File: src/mcsb_consts.svh
`ifndef MCSB_CONSTS_SVH
`define MCSB_CONSTS_SVH

// ****************************************
// Register offsets (byte addresses)
// ****************************************
`define MCSB_OFS_CTRL      12'h000
`define MCSB_OFS_STAT      12'h004
`define MCSB_OFS_IRQ_EN    12'h008
`define MCSB_OFS_IRQ_ST    12'h00c
`define MCSB_OFS_ADC_LO    12'h010
`define MCSB_OFS_ADC_HI    12'h04c
`define MCSB_OFS_I2C_LO    12'h050
`define MCSB_OFS_I2C_HI    12'h064
`define MCSB_OFS_DMA_LO    12'h080
`define MCSB_OFS_DMA_HI    12'h0bc
`define MCSB_OFS_APP_LO    12'h100
`define MCSB_OFS_APP_HI    12'h13c
`define MCSB_OFS_APP_ST    12'h160
`define MCSB_OFS_APP_CMD   12'h164
`define MCSB_OFS_FW_ID     12'h1fc

// ****************************************
// Field positions
// ****************************************
`define MCSB_CTRL_DIS_LSB  4
`define MCSB_CTRL_GATE_BIT 0
`define MCSB_ST_LOSS_LSB   16
`define MCSB_ST_IOCAL_BIT  12
`define MCSB_ST_REAR_BIT   8
`define MCSB_ST_ALGN_LSB   4
`define MCSB_ST_MSI_BIT    3
`define MCSB_ST_INTX_BIT   2
`define MCSB_ST_INV_BIT    0

// ****************************************
// Reset values and timing
// ****************************************
`define MCSB_RST_DIS       4'h0
`define MCSB_RST_GATE      1'h0
`define MCSB_RST_LOSS      4'h0
`define MCSB_FWD_TMO_MAX   5'h0f

`endif

File: src/mcsb_pkg.sv
package mcsb_pkg;

    typedef enum logic [0:0] {
        MCSB_ST_IDLE = 1'b0,
        MCSB_ST_WAIT = 1'b1
    } mcsb_state_e;

    typedef enum logic [3:0] {
        MCSB_R_NONE   = 4'h0,
        MCSB_R_CTRL   = 4'h1,
        MCSB_R_STAT   = 4'h2,
        MCSB_R_IRQ    = 4'h3,
        MCSB_R_ADC    = 4'h4,
        MCSB_R_I2C    = 4'h5,
        MCSB_R_DMA    = 4'h6,
        MCSB_R_APP    = 4'h7,
        MCSB_R_APPST  = 4'h8,
        MCSB_R_APPCMD = 4'h9,
        MCSB_R_FWID   = 4'ha
    } mcsb_region_e;

endpackage : mcsb_pkg

File: src/mcsb_bank.sv
// Notes on behaviour
// - Control bits 7:4 disable deserializer units A to D; reset zero.
// - Clearing a set disable bit pulses that unit's reset.
// - Control bit 0 gates all module interrupts; reset zero.
// - Status 19:16 sticky calibration loss flags, write one clears.
// - Status 12 shows I/O impedance calibration done.
// - Status 8 shows rear module presence; reset zero.
// - Status 7:4 show per-unit deserializer alignment done.
// - Status 3 shows message interrupts, single vector used.
// - Status 2 shows legacy wire interrupts; follows the input live, not reset.
// - Status 0 flags invalid interrupt setup; no interrupt then.
// - Offsets 0x10 to 0x4C go to converter sample registers.
// - Offsets 0x50 to 0x64 go to the I2C bridge.
// - Offsets 0x80 to 0xBC go to the four DMA engines.
// - Capture unit registers 0x100 to 0x13C, gaps at 0x110, 0x120 and 0x130.
// - Decode 0x160, 0x164 and 0x1FC; rest reserved.
// - Each bridge instance owns its own register set.
// - Falling presence input disables rear module interfaces three clock edges later.
`include "mcsb_consts.svh"

module mcsb_bank
    import mcsb_pkg::*;
(
    input  wire logic         clk_i,
    input  wire logic         rst_i,
    input  wire logic         ce_i,
    input  wire logic [11:0]  req_addr_i,
    input  wire logic         req_wr_i,
    input  wire logic         req_rd_i,
    input  wire logic [31:0]  req_wdata_i,
    output logic              req_ready_o,
    output logic              rsp_valid_o,
    output logic [31:0]       rsp_rdata_o,
    output mcsb_region_e      fwd_sel_o,
    output logic              fwd_wr_o,
    output logic              fwd_rd_o,
    output logic [11:0]       fwd_addr_o,
    output logic [31:0]       fwd_wdata_o,
    input  wire logic         fwd_ack_i,
    input  wire logic [31:0]  fwd_rdata_i,
    input  wire logic [3:0]   cal_loss_event_i,
    input  wire logic         io_impedance_cal_done_i,
    input  wire logic         rear_module_present_input_i,
    input  wire logic [3:0]   deser_aligned_i,
    input  wire logic         irq_mode_message_i,
    input  wire logic         irq_mode_legacy_wire_i,
    input  wire logic         irq_mode_invalid_i,
    output logic [3:0]        deser_unit_disable_o,
    output logic [3:0]        deser_unit_reset_o,
    output logic              global_irq_gate_o,
    output logic              irq_allowed_o,
    output logic              rear_module_present_o
);

    // ****************************************
    // State
    // ****************************************
    typedef struct packed {
        mcsb_state_e  state;
        logic         ready;
        logic [3:0]   dis;
        logic         gate;
        logic [3:0]   loss;
        logic         rear_s1;
        logic         rear_s2;
        logic         iocal_s1;
        logic         iocal_s2;
        logic [3:0]   algn_s1;
        logic [3:0]   algn_s2;
        logic         rear_en;
        logic [3:0]   dreset;
        logic         irq_ok;
        logic         rvalid;
        logic [31:0]  rdata;
        mcsb_region_e sel;
        logic         fwr;
        logic         frd;
        logic [11:0]  faddr;
        logic [31:0]  fwdata;
        logic [4:0]   tmo;
    } mcsb_regs_s;

    mcsb_regs_s   st_reg;
    mcsb_regs_s   st_next;
    mcsb_region_e req_region;
    logic [3:0]   dis_fall;

    // ****************************************
    // Helpers
    // ****************************************
    function automatic mcsb_region_e decode(input logic [11:0] addr);
        logic [11:0] a;
        a = {addr[11:2], 2'b00};
        if (a == `MCSB_OFS_CTRL)
            return MCSB_R_CTRL;
        if (a == `MCSB_OFS_STAT)
            return MCSB_R_STAT;
        if (a == `MCSB_OFS_IRQ_EN || a == `MCSB_OFS_IRQ_ST)
            return MCSB_R_IRQ;
        if (a >= `MCSB_OFS_ADC_LO && a <= `MCSB_OFS_ADC_HI)
            return MCSB_R_ADC;
        if (a >= `MCSB_OFS_I2C_LO && a <= `MCSB_OFS_I2C_HI)
            return MCSB_R_I2C;
        if (a >= `MCSB_OFS_DMA_LO && a <= `MCSB_OFS_DMA_HI)
            return MCSB_R_DMA;
        if (a >= `MCSB_OFS_APP_LO && a <= `MCSB_OFS_APP_HI
            && (a[3:0] != 4'h0 || a == `MCSB_OFS_APP_LO))
            return MCSB_R_APP;
        if (a == `MCSB_OFS_APP_ST)
            return MCSB_R_APPST;
        if (a == `MCSB_OFS_APP_CMD)
            return MCSB_R_APPCMD;
        if (a == `MCSB_OFS_FW_ID)
            return MCSB_R_FWID;
        return MCSB_R_NONE;
    endfunction : decode

    function automatic logic [31:0] ctrl_word(input logic [3:0] dis,
                                              input logic       gate);
        logic [31:0] w;
        w = 32'h0000_0000;
        w[`MCSB_CTRL_DIS_LSB +: 4] = dis;
        w[`MCSB_CTRL_GATE_BIT]     = gate;
        return w;
    endfunction : ctrl_word

    function automatic logic [31:0] status_word(input mcsb_regs_s r,
                                                input logic       msi,
                                                input logic       intx,
                                                input logic       inv);
        logic [31:0] w;
        w = 32'h0000_0000;
        w[`MCSB_ST_LOSS_LSB +: 4] = r.loss;
        w[`MCSB_ST_IOCAL_BIT]     = r.iocal_s2;
        w[`MCSB_ST_REAR_BIT]      = r.rear_s2;
        w[`MCSB_ST_ALGN_LSB +: 4] = r.algn_s2;
        w[`MCSB_ST_MSI_BIT]       = msi;
        w[`MCSB_ST_INTX_BIT]      = intx;
        w[`MCSB_ST_INV_BIT]       = inv;
        return w;
    endfunction : status_word

    assign req_region = decode(req_addr_i);
    assign dis_fall   = st_reg.dis & ~st_next.dis;

    // ****************************************
    // Next state
    // ****************************************
    always_comb begin
        st_next          = st_reg;
        st_next.rvalid   = 1'b0;
        st_next.fwr      = 1'b0;
        st_next.frd      = 1'b0;
        st_next.rear_s1  = rear_module_present_input_i;
        st_next.rear_s2  = st_reg.rear_s1;
        st_next.iocal_s1 = io_impedance_cal_done_i;
        st_next.iocal_s2 = st_reg.iocal_s1;
        st_next.algn_s1  = deser_aligned_i;
        st_next.algn_s2  = st_reg.algn_s1;
        st_next.rear_en  = st_reg.rear_s2;
        st_next.loss     = st_reg.loss | cal_loss_event_i;
        unique case (st_reg.state)
            MCSB_ST_IDLE: begin
                if (req_wr_i) begin
                    unique case (req_region)
                        MCSB_R_CTRL: begin
                            st_next.dis  = req_wdata_i[
                                `MCSB_CTRL_DIS_LSB +: 4];
                            st_next.gate = req_wdata_i[
                                `MCSB_CTRL_GATE_BIT];
                        end
                        MCSB_R_STAT: begin
                            // Set wins over clear
                            st_next.loss = (st_reg.loss
                                & ~req_wdata_i[`MCSB_ST_LOSS_LSB +: 4])
                                | cal_loss_event_i;
                        end
                        MCSB_R_NONE: begin
                        end
                        default: begin
                            st_next.fwr    = 1'b1;
                            st_next.sel    = req_region;
                            st_next.faddr  = req_addr_i;
                            st_next.fwdata = req_wdata_i;
                        end
                    endcase
                end else if (req_rd_i) begin
                    unique case (req_region)
                        MCSB_R_CTRL: begin
                            st_next.rvalid = 1'b1;
                            st_next.rdata  = ctrl_word(st_reg.dis,
                                                       st_reg.gate);
                        end
                        MCSB_R_STAT: begin
                            st_next.rvalid = 1'b1;
                            st_next.rdata  = status_word(st_reg,
                                irq_mode_message_i, irq_mode_legacy_wire_i,
                                irq_mode_invalid_i);
                        end
                        MCSB_R_NONE: begin
                            st_next.rvalid = 1'b1;
                            st_next.rdata  = 32'h0000_0000;
                        end
                        default: begin
                            st_next.frd   = 1'b1;
                            st_next.sel   = req_region;
                            st_next.faddr = req_addr_i;
                            st_next.state = MCSB_ST_WAIT;
                            st_next.ready = 1'b0;
                            st_next.tmo   = 5'h00;
                        end
                    endcase
                end
            end
            MCSB_ST_WAIT: begin
                if (fwd_ack_i) begin
                    st_next.rvalid = 1'b1;
                    st_next.rdata  = fwd_rdata_i;
                    st_next.state  = MCSB_ST_IDLE;
                    st_next.ready  = 1'b1;
                end else if (st_reg.tmo == `MCSB_FWD_TMO_MAX) begin
                    // Silent target must not hang the host
                    st_next.rvalid = 1'b1;
                    st_next.rdata  = 32'h0000_0000;
                    st_next.state  = MCSB_ST_IDLE;
                    st_next.ready  = 1'b1;
                end else begin
                    st_next.tmo = st_reg.tmo + 5'h01;
                end
            end
        endcase
        st_next.dreset = st_reg.dis & ~st_next.dis;
        st_next.irq_ok = st_next.gate & ~irq_mode_invalid_i
            & (irq_mode_message_i | irq_mode_legacy_wire_i);
    end

    always_ff @(posedge clk_i or posedge rst_i) begin
        if (rst_i) begin
            st_reg       <= '0;
            st_reg.ready <= 1'b1;
            st_reg.dis   <= `MCSB_RST_DIS;
            st_reg.gate  <= `MCSB_RST_GATE;
            st_reg.loss  <= `MCSB_RST_LOSS;
        end else if (ce_i) begin
            st_reg <= st_next;
        end
    end

    // ****************************************
    // Outputs
    // ****************************************
    assign req_ready_o           = st_reg.ready;
    assign rsp_valid_o           = st_reg.rvalid;
    assign rsp_rdata_o           = st_reg.rdata;
    assign fwd_sel_o             = st_reg.sel;
    assign fwd_wr_o              = st_reg.fwr;
    assign fwd_rd_o              = st_reg.frd;
    assign fwd_addr_o            = st_reg.faddr;
    assign fwd_wdata_o           = st_reg.fwdata;
    assign deser_unit_disable_o  = st_reg.dis;
    assign deser_unit_reset_o    = st_reg.dreset;
    assign global_irq_gate_o     = st_reg.gate;
    assign irq_allowed_o         = st_reg.irq_ok;
    assign rear_module_present_o = st_reg.rear_en;

    logic ctrl_wr_w;
    logic stat_rd_w;
    assign ctrl_wr_w = ce_i && req_wr_i && st_reg.state == MCSB_ST_IDLE
        && req_region == MCSB_R_CTRL;
    assign stat_rd_w = ce_i && !req_wr_i && req_rd_i
        && st_reg.state == MCSB_ST_IDLE && req_region == MCSB_R_STAT;
endmodule : mcsb_bank

File: config.mk
export PLATFORM = sky130hd
export DESIGN_NAME = mcsb_bank
export DESIGN_NICKNAME = d
export VERILOG_FILES = /design/src/mcsb_pkg.sv /design/src/mcsb_bank.sv
export VERILOG_INCLUDE_DIRS = /design/src /design/src/src
export SDC_FILE = /design/constraint.sdc
export NUM_CORES = 1
export LEC_CHECK = 0
export BUFFER_PORTS_ARGS = -buffer_cell sky130_fd_sc_hd__buf_2
export CAP_MARGIN = 20
export CORE_MARGIN = 4
export CORE_UTILIZATION = 55
export DETAILED_ROUTE_END_ITERATION = 7
export PLACE_DENSITY_LB_ADDON = 0.3
export SYNTH_ARGS = -nofsm -noshare
export SYNTH_HDL_FRONTEND = slang
export SYNTH_SLANG_ARGS = --single-unit
File: constraint.sdc
create_clock -name clk_i -period 8.32 [get_ports clk_i]
set_input_delay 1.248 -clock clk_i [delete_from_list [all_inputs] [get_ports clk_i]]
set_output_delay 1.248 -clock clk_i [all_outputs]
set_load 0.01 [all_outputs]
# == Yosys cells after proc, flatten, opt, wreduce, memory -nomap -nowiden ==
# Index checks and enable logic that the tools add are counted.
# W data, S select, Z words.
# classes
div,0
shift,0
bitwise_logic,12
n_reduce_logical,17
add_sub_neg,1
eq_ne,19
multipliers,0
order_cmp,8
mux,118
# ops
operator,count
$mux W4,33
$mux W33,3
$pmux W33 S3,1
$pmux W33 S2,1
$mux W1,57
$mux W46,1
$mux W44,1
$eq A10 B7 Y1 const B,4
$mux W37,1
$mux W5,7
$mux W32,1
$mux W13,2
$le A12 B7 Y1 const B,2
$eq A10 B2 Y1 const B,2
$mux W9,2
$reduce_and A5 Y1,3
$ne A2 B2 Y1 const B,7
$ge A12 B5 Y1 const B,1
$ge A12 B7 Y1 const B,1
$ge A12 B8 Y1 const B,1
$ge A12 B9 Y1 const B,1
$le A12 B8 Y1 const B,1
$le A12 B9 Y1 const B,1
$mux W12,1
other kinds (24),40
# word_totals
register_bits,117
mem_bits_ro,0
latch_bits,0
elab_cells,197
mem_count,0
mem_bits_rw,0

# == Logic depth before layout (Yosys ltp) ==
# Gate-level depths: netlist of run 1.
# logic_depth
ltp_word,63
ltp_mapped,9
depth_no_buf,8

# == Worst setup path after synthesis of run 1 ==
# OpenSTA, ideal clock, no wires.
# synth_timing
path_type,input to register
startpoint,input port req_addr_i[9]
endpoint,register st_reg (netlist bit fwd_addr_o[0])
t_arrival_ns,3.171
path_buffers,2
cell_stages,8
slack_ns,5.024
setup_ns,0.125
path_cell_list,or3_4 -> or2_4 -> o32ai_4 -> nor2_4 -> a2111o_1 -> buf_6 -> buf_12 -> mux2_4
# synth_between
elab_chain_cells,34
elab_cells_between_ends,114
classes_between,8 x order compare; 11 x eq/ne; 84 x mux; 11 x reduce/logical
# synth_lines
item,line,source
from (decl),mcsb_bank.sv:27,"input wire logic [11:0] req_addr_i,"
"parallel branches: the longest is 29 deep, another holds $ge A12 B5 Y1",-,
$mux W4 (*),mcsb_bank.sv:96,if (a == `MCSB_OFS_STAT)
$eq A4 B1 Y1 (tied with other cells),"mcsb_bank.sv:165, mcsb_bank.sv:188",
$reduce_or A3 Y1 (no source line) (*),-,
$ne A2 B2 Y1 (no source line),-,
$reduce_and A5 Y1 (no source line) (*),-,
to (signal assigned),mcsb_bank.sv:245,st_reg <= st_next;
to (decl),mcsb_bank.sv:83,mcsb_regs_s st_reg;
# Every way passes the cells marked *. The select of a mux whose other input is x is not followed.
# A chain may end at the register's enable or synchronous reset.

# == Worst setup path after layout of run 1 ==
# layout_timing
startpoint,input port req_addr_i[9]
endpoint,register st_reg (netlist bit rsp_rdata_o[18])
# layout_between
elab_chain_cells,35
elab_cells_between_ends,116
classes_between,8 x order compare; 10 x eq/ne; 88 x mux; 10 x reduce/logical
# layout_lines
item,line,source
"parallel branches: the longest is 29 deep, another holds $ge A12 B5 Y1",-,
$mux W4 (*),mcsb_bank.sv:96,
$eq A4 B2 Y1 (tied with other cells),mcsb_bank.sv:188,unique case (req_region)
$pmux W33 S3,mcsb_bank.sv:188,
$mux W37,mcsb_bank.sv:187,end else if (req_rd_i) begin
$mux W33,mcsb_bank.sv:164,if (req_wr_i) begin
$pmux W33 S2,mcsb_bank.sv:162,unique case (st_reg.state)
# Marks and branches as above.

==> metrics.cfg, run 1 <==
[status]
run_status=finished, final reports clean

[synthesis]
yosys.area.top_type=dfrtp_1
synth_flop_cell=dfrtp_1
synth_cell_type_count=54
ys.warnings.count=0
synth_edf_count=0
syn_inst=512
synth-seq-area-share_pct=49.7
synth_nets=609
async_flop_share_pct=100
synthTopCellsByArea=dfrtp_1 49%, mux2_2 13%, buf_4 11%
syn_avg_cell_area_um2=11.5
yosysTopAreaCellShare_pct=49.3
synth-seq-cells=117
netlist_area_mm2=0.00589

[critical_path]
regToRegSetupSlack_ns=5.72
path_buf_inv=1
crit_family=simple AND/OR/NAND/NOR gates
r2r_start=st_reg[0]
worstSetupPathType=in2reg
slowest_stage=nor3b_1
worstPathArrival_ns=3.76
r2r_cells=8
path_cells=buf_2 > nor3_1 > nand4_1 > nor3b_1 > and2_0 > a22o_1 > mux2_2
end_kind=flip-flop
r2r_end=rsp_rdata_o[18]
startpoint_type=primary input
required_ns=8.76
cp_slowest_stage_delay_ns=0.85
worstPathMaxFanout=8

[route]
drt-initial-drc-count=137
dr_total_vias=3971
drt-pass1-iter-count=4
drc=0
antenna_left=0
wl_per_cell_um=16.4
drt_wl_total_um=12600
vias_per_cell=5.18

[timing]
tns_ns=0
fin_skew_ns=0.00790
fmax_mhz=301
maxSlewHeadroom_pct=32.9
rsz0062_at_grt=false
fin_crit_ns=3.32
setup_viol=0
post-route-period-util_pct=39.9
drv_slew=0
hold_ws_ns=0.487
max_slew.worst_pin.slew_ns=1.01
hold_viol_final=0

[pwr]
power.ir.vdd_worst_uv=167
leakagePower_nw=3.62
p_per_area_mw_per_mm2=241

[floorplanning]
initial_core_util_pct=56.8
rows=37
coreArea_mm2=0.0104
die_h_um=111
io_pins=190
dieArea_mm2=0.0124
fp.dieW_um=111

[hold_path]
hold_path_depth=1
worst_hold_path_type=reg2reg
worstHoldStart=fwd_wr_o
min_to=fwd_wr_o

[global_routing]
grt_overflow=0
first_global_vias=4192
grtUsageTotal_pct=20.9
grt_pass1_wl_um=21000
grt_max_degree=64
antenna_found_initial=0

[final_layout]
nNetsFinal=714
layout-drive-gt1-share_pct=50.3
fin_cells=766
multi_input_area_mm2=0.00207
area_growth_syn_to_layout_pct=17.3
antennaDiodeCount=0
seqCellArea_mm2=0.00293
nFillCells=838

[place]
portBuffers=189
dp_hpwl_um=8960
place_congestion=0.836
dp.cells=733

[clock_tree]
cts_root_buffer=clkbuf_8
cts_setup_buffers=0
cts-htree-levels=4
numCtsBuffers=17
post_cts_resize_count=0
cts_max_path_buffers=2
cts_tree=done
cts_sinks=117
clk_latency_ns=0.51
clkTransAtPathRegs_ns=0.05
cts_hold_buf=0

[run]
drv_cap=0

==> power breakdown <==
| group | switching, W | total [W] | internal [W] |
|---|---|---|---|
| Clock | 0.000254 | 0.000724 | 0.000469 |
| Combinational | 0.000122 | 0.000252 | 0.000130 |
| Sequential | 0.0000406 | 0.000687 | 0.000646 |
| Total | 0.000416 | 0.00166 | 0.00125 |
==> cell type report <==
| class | instances | area share [%] |
|---|---|---|
| flip-flops and latches | 117 | 42.4 |
| multi-input cells | 254 | 30.0 |
| repair buffers | 194 | 14.6 |
| clock buffers | 19 | 6.39 |
| well taps | 136 | 2.46 |
| clock inverters | 13 | 2.26 |
| inverters | 33 | 1.83 |
==> cell usage after synthesis (3+ instances only) <==
cell type and count:
a21oi_1 10, nand3_1 5, nor3b_1 7, dfrtp_1 116, a22oi_1 5, a32o_1 4
mux2i_1 21, mux2_2 68, buf_2 7, a21o_1 3, nor2_1 16, inv_1 33
buf_4 89, and2_2 3, nand2_1 34, mux2_4 7, nor3_1 7, and3_1 4
clkbuf_1 9, o21ai_0 14, nand4_1 3, a22o_1 8
==> cell usage in the layout (no fill, tap or decap), types with 2 or more instances in the layout <==
cell type     n
o31ai_1       2
and2_0        2
clkinv_2      4
a22oi_1       5
a21oi_1      10
clkinvlp_4    5
bufinv_16     3
nor3_1        7
a22o_1        8
dfrtp_1     116
o21ai_0      14
a32o_1        4
ha_1          2
and3_1        4
nor3b_1       7
mux2i_1      21
mux2_4        7
and2_2        3
buf_2       189
nand3_1       5
mux2_2       68
nand2_1      34
inv_1        32
o21a_1        2
a21boi_0      2
nor2_1       16
nand4_1       3
buf_4         3
a31oi_1       2
clkbuf_8      3
a21o_1        3
clkbuf_16    16
==> worst max path at each step <==
| stage | from | to | slack (ns) | cells past startpoint |
|---|---|---|---|---|
| 2_1_floorplan | rst_i | deser_unit_disable_o[0] | 3.97 | 1 |
| 3_3_place_gp | req_addr_i[9] | fwd_wdata_o[22] | 4.53 | 6 |
| 3_5_place_dp | ce_i | fwd_wdata_o[17] | 4.47 | 6 |
| 4_1_cts | req_addr_i[9] | fwd_wdata_o[17] | 5.00 | 6 |
| 5_1_grt | req_addr_i[9] | rsp_rdata_o[18] | 4.86 | 7 |
| 6_report | req_addr_i[9] | rsp_rdata_o[18] | 5.00 | 7 |
==> worst reg2reg max path, stage by stage (launching register included) <==
cell     delay [ns]
dfrtp_1        0.42
ha_1           0.24
and3_1         0.19
ha_1           0.21
o21ai_0        0.23
nor2_1         0.14
a41oi_4        0.18
buf_4          0.47
mux2_2         0.41
==> cell families after synthesis <==
family          share of synthesized area, %
buf+inv                                 15.3
flops                                   49.7
mux                                     18.4
simple gates                            7.71
compound gates                          8.42
fa+ha+maj                              0.425
==> stage by stage <==
stage	util (%)	area, um2	total power (W)	setup WS [ns]
floorplan	-	5890	0.000913	3.97
global placement	60.4	6270	0.000939	4.53
detailed placement	60.6	6280	0.000950	4.47
CTS	66.4	6880	0.00168	5.00
global route	66.6	6910	0.00174	4.86
finish	66.6	6910	0.00166	5.00
==> layer usage <==
layer | vias to the layer above | part of all wire [%] | track usage, %
li1 | 1872 | - | -
met3 | 20 | 7.0 | 6.03
met2 | 144 | 49 | 34.1
met1 | 1935 | 42 | 26.4
met4 | 0 | 2.2 | 8.27
met5 | - | 0 | 0
(Power assumes the default switching activity.)
==> run 2, diff against run 1 <==
Settings changed: CORE_UTILIZATION 55 to 51.
Clock period 8.32 ns to 3.1 ns, I/O delays scaled along.
==> run 2 against run 1 <==
Critical path depth is 2 higher. Hold slack worse by 0.46 ns. Die area is 7.3% higher. Total power grew to 2.6 times the previous value. Largest cell class unchanged. Largest power group unchanged.
==> metrics.cfg, run 2 (synthesis gave the netlist of run 1 again) <==
[status]
run_status=finished, final reports clean

[global_routing]
first_global_vias=4155
grt_pass1_wl_um=20200
grt_max_degree=70
grt_overflow=0
grtUsageTotal_pct=19.4
antenna_found_initial=0

[final_layout]
layout-drive-gt1-share_pct=50.6
nNetsFinal=722
final_cell_mix=189 x buf_2, 116 x dfrtp_1, 68 x mux2_2
nFillCells=900
mostFrequentLayoutCell=buf_2
area_growth_syn_to_layout_pct=18.0
antennaDiodeCount=0

[clock_tree]
cts_max_path_buffers=2
cts_sinks=117
cts_root_buffer=clkbuf_16
clk_latency_ns=0.41
clkTransAtPathRegs_ns=0.05
cts-htree-levels=4
cts_setup_buffers=0
cts_hold_buf=0
numCtsBuffers=17
cts_tree=done
post_cts_resize_count=0

[timing]
hold_viol_final=0
tns_ns=0
layout_setup_ws_ns=0.639
setup_viol=0
fin_crit_ns=2.46
max_slew.worst_pin.slew_ns=0.714
post-route-period-util_pct=79.4
fin_skew_ns=0.00508
maxSlewHeadroom_pct=52.4
fmax_mhz=406
drv_slew=0
rsz0062_at_grt=false

[floorplanning]
dieArea_mm2=0.0133
coreArea_mm2=0.0111
rows=38
die_h_um=115
fp.dieW_um=115
io_pins=190
initial_core_util_pct=53.2

[critical_path]
cp_slowest_stage_delay_ns=0.42
worstPathMaxFanout=14
worstPathArrival_ns=2.78
slowest_stage=dfrtp_1
path_buf_inv=2
crit_family=buffers and inverters
required_ns=3.42
end_kind=flip-flop
path_cells=ha_1 > and3_1 > ha_1 > o21ai_0 > nor2_1 > a41oi_4 > buf_4 > buf_4 > mux2i_1
startpoint_type=flip-flop
worstSetupPathType=reg2reg

[route]
drc=0
antenna_left=0
wl_per_cell_um=16.0
vias_per_cell=5.17
drt-initial-drc-count=159
drt-pass1-iter-count=4
dr_total_vias=4023
drt_wl_total_um=12400

[hold_path]
worst_hold_path_type=in2async

[place]
place_congestion=0.842
pre_cts_ws_ns=0.240
dp_hpwl_um=9130
portBuffers=189

[pwr]
leakagePower_nw=3.65
finalPower_w=0.00439
p_per_area_mw_per_mm2=631
power.ir.vdd_worst_uv=453

[run]
drv_cap=0

run 2: cell count changes in the layout (fill, tap and decap cells not counted):
cell,delta
buf_4,+8
bufinv_16,-2
buf_16,-1
buf_12,+2
clkinv_4,-1
buf_8,-1
clkinvlp_4,-1
inv_4,-1
clkbuf_16,+1
clkbuf_1,+2
clkbuf_8,+2
run 2: area by class of cell:
type | count | area (um2) | share of cell area (%)
Clock buffer | 24 | 502 | 7.22
Clock inverter | 8 | 72.6 | 1.04
Inverter | 33 | 128 | 1.84
Multi-Input combinational cell | 254 | 2070 | 29.9
Sequential cell | 117 | 2930 | 42.1
Tap cell | 140 | 175 | 2.52
Timing Repair Buffer | 202 | 1070 | 15.4
run 2: worst paths after layout:
kind | startpoint | to | slack [ns] | cells past startpoint
max | st_reg[0] | rsp_rdata_o[25] | 0.64 | 9
min | rst_i | fwd_wdata_o[16] | 0.03 | 2
max reg2reg | st_reg[0] | rsp_rdata_o[25] | 0.64 | 9
min reg2reg | fwd_rd_o | fwd_rd_o | 0.47 | 1
max in group asynchronous | rst_i | fwd_addr_o[2] | 2.31 | 3
min in group clk_i | irq_mode_invalid_i | irq_allowed_o | 0.26 | 2
run 2: metrics by stage:
| stage | instances | util, % | hold WS, ns | area, um2 |
|---|---|---|---|---|
| after floorplan | 512 | - | 0.463 | 5890 |
| after global placement | 746 | 57.5 | 0.452 | 6370 |
| after detailed placement | 746 | 57.5 | 0.460 | 6370 |
| after CTS | 778 | 62.7 | 0.0211 | 6950 |
| after global routing | 778 | 62.7 | 0.0405 | 6950 |
| final | 778 | 62.7 | 0.0279 | 6950 |
run 2: power by group:
part	internal, W	switching (W)
sequential	0.00174	0.000104
clock	0.00120	0.000662
combinational	0.000356	0.000329
run 2: per-layer routing:
metal | up-vias | part of all wire (%) | track usage [%]
met5 | - | 0 | 0
met4 | 0 | 1.5 | 7.04
met3 | 20 | 9.1 | 7.62
met2 | 152 | 48 | 31.0
met1 | 1956 | 42 | 23.9
li1 | 1895 | - | -
run 2: worst register-to-register path: stages (launching register included):
cell	delay [ns]
dfrtp_1	0.42
ha_1	0.25
and3_1	0.20
ha_1	0.20
o21ai_0	0.21
nor2_1	0.13
a41oi_4	0.22
buf_4	0.24
buf_4	0.29
mux2i_1	0.23
==> run 3, diff against run 2 <==
Settings changed: ABC_AREA from default to 1, CORE_UTILIZATION 51 to 47.
Clock period 3.1 ns to 2.2 ns, I/O delays scaled along.
==> run 3 against run 2 <==
Hold slack better by 0.054 ns. Non-clock buffer count is 6 higher. Total power is 48% higher. Routed wire length is 18% higher. Register-to-register slack worse by 0.40 ns. Via count is 26% higher.
==> metrics.cfg, run 3 <==
[clock_tree]
cts_setup_buffers=0
cts_tree=done
cts_sinks=117
cts_root_buffer=clkbuf_16
cts_max_path_buffers=2
cts_hold_buf=0
clk_latency_ns=0.41
post_cts_resize_count=0
cts-htree-levels=4
clkTransAtPathRegs_ns=0.05
numCtsBuffers=17

[critical_path]
required_ns=2.49
worstSetupStartpoint=st_reg[0]
startpoint_type=flip-flop
crit_family=simple AND/OR/NAND/NOR gates
r2r_start=st_reg[0]
end_kind=flip-flop
worstPathArrival_ns=2.26
path_buf_inv=2
slowest_stage=dfrtp_1
worstSetupPathType=reg2reg
path_cells=ha_1 > nand2_1 > nor2_1 > ha_1 > nand2_1 > nand2_1 > inv_1 > a21oi_2 > nand2_2 > buf_4 > nand2_1 > nand2_1
worst_path_most_repeated_cell=nand2_1
cp_slowest_stage_delay_ns=0.40
worstPathMaxFanout=33

[synthesis]
netlist_area_mm2=0.00606
yosysMostFrequentCell=nand2_1
async_flop_share_pct=100
synth_edf_count=0
yosys.area.top_type=dfrtp_1
synth_cell_type_count=32
synthTopCellsByArea=dfrtp_1 48%, nand2_1 16%, buf_4 11%
synth_commonest_cells=253 x nand2_1, 116 x dfrtp_1, 92 x nand3_1, 91 x buf_4, 61 x inv_1
syn_avg_cell_area_um2=8.00
syn_inst=758
yosysTopAreaCellShare_pct=47.9
synth-seq-cells=117
synth-seq-area-share_pct=48.3
ys.warnings.count=0
synth_nets=855
synth_flop_cell=dfrtp_1

[floorplanning]
fp.dieW_um=122
initial_core_util_pct=48.0
coreArea_mm2=0.0126
rows=41
die_h_um=122
dieArea_mm2=0.0148
io_pins=190

[route]
antenna_left=0
dr_total_vias=5063
drt-pass1-iter-count=5
drt-initial-drc-count=367
drt_wl_total_um=14700
vias_per_cell=4.83
wl_per_cell_um=14.0
drc=0

[global_routing]
grt_max_degree=118
grt_overflow=0
first_global_vias=4805
grt_pass1_wl_um=23600
antenna_found_initial=0
grtUsageTotal_pct=20.2

[timing]
fin_skew_ns=0.00690
fin_crit_ns=1.96
layout_setup_ws_ns=0.240
rsz0062_at_grt=false
setup_viol=0
drv_slew=0
max_slew.worst_pin.slew_ns=0.640
hold_viol_final=0
tns_ns=0
post-route-period-util_pct=89.1
maxSlewHeadroom_pct=57.3
fmax_mhz=510

[pwr]
p_per_area_mw_per_mm2=904
finalPower_w=0.00650
power.ir.vdd_worst_uv=485
leakagePower_nw=4.12

[final_layout]
mostFrequentLayoutCell=nand2_1
area_growth_syn_to_layout_pct=18.6
final_cell_mix=253 x nand2_1, 189 x buf_2, 116 x dfrtp_1
nNetsFinal=963
final_cell_area_mm2=0.00719
fin_cells=1049
layout-drive-gt1-share_pct=29.9
antennaDiodeCount=0
nFillCells=1234

[run]
drv_cap=0

[place]
portBuffers=189
placed_area_mm2=0.00658
dp.cells=1019
dp_hpwl_um=10500
pre_cts_ws_ns=0.0288
place_congestion=0.862

[hold_path]
worst_hold_path_type=in2async

[status]
run_status=finished, final reports clean

==> run 3: cell count changes after synthesis, sizes merged, moves of 21 or more <==
cell | previous run | this run
mux2i | 21 | 0
o21ai | 14 | 38
nand3 | 5 | 92
nand2 | 34 | 258
mux2 | 75 | 0
inv | 33 | 66
==> run 3: through the flow <==
stage               util, %  hold WS (ns)
floorplan                 -         0.430
global placement       52.1         0.446
detailed placement     52.1         0.452
CTS                    57.0         0.109
global route           57.0         0.117
finish                 57.0        0.0815
==> run 3: cell type report <==
| cell class | count | area, um2 | share of cell area, % |
|---|---|---|---|
| timing repair buffer | 208 | 1110 | 15.5 |
| tap | 172 | 215 | 2.99 |
| sequential | 117 | 2930 | 40.7 |
| multi-input combinational | 456 | 2070 | 28.8 |
| clock inverter | 8 | 124 | 1.72 |
| clock buffer | 22 | 484 | 6.73 |
| inverter | 66 | 251 | 3.50 |
==> run 3: path summary, 6_finish.rpt <==
path / end / slack (ns) / cells past startpoint
max in group asynchronous: st_reg[97] / 1.62 / 3
min in group clk_i: st_next[96] / 0.12 / 3
min reg2reg: fwd_wdata_o[1] / 0.46 / 2
max: rsp_rdata_o[0] / 0.24 / 12
max reg2reg: rsp_rdata_o[0] / 0.24 / 12
min: fwd_addr_o[6] / 0.08 / 3
==> run 3: report_power, final <==
part / internal [W] / switching, W
registers: 0.00247 / 0.000175
logic: 0.000425 / 0.000632
clock network: 0.00188 / 0.000908
==> run 3: worst reg2reg max path, cell delays in order (launching register included) <==
cell and delay, ns:
dfrtp_1 0.40, ha_1 0.18, nand2_1 0.07, nor2_1 0.13
ha_1 0.16, nand2_1 0.05, nand2_1 0.11, inv_1 0.08
a21oi_2 0.19, nand2_2 0.06, buf_4 0.24, nand2_1 0.12
nand2_1 0.05
==> run 3: layer usage <==
metal,up-vias,wire (um),global-route usage (%)
li1,2522,-,-
met1,2356,6580,27.6
met2,165,6760,30.7
met3,20,1160,6.59
met4,0,187,6.30
met5,-,0,0
==> run 3: cell families after synthesis <==
group,count (synthesis),synth area share (%)
AO/OA/AOI/OAI,62,6.19
adder cells (fa/ha/maj),2,0.413
buffers and inverters,185,17.6
flip-flops,117,48.3
AND/OR/NAND/NOR,392,27.5
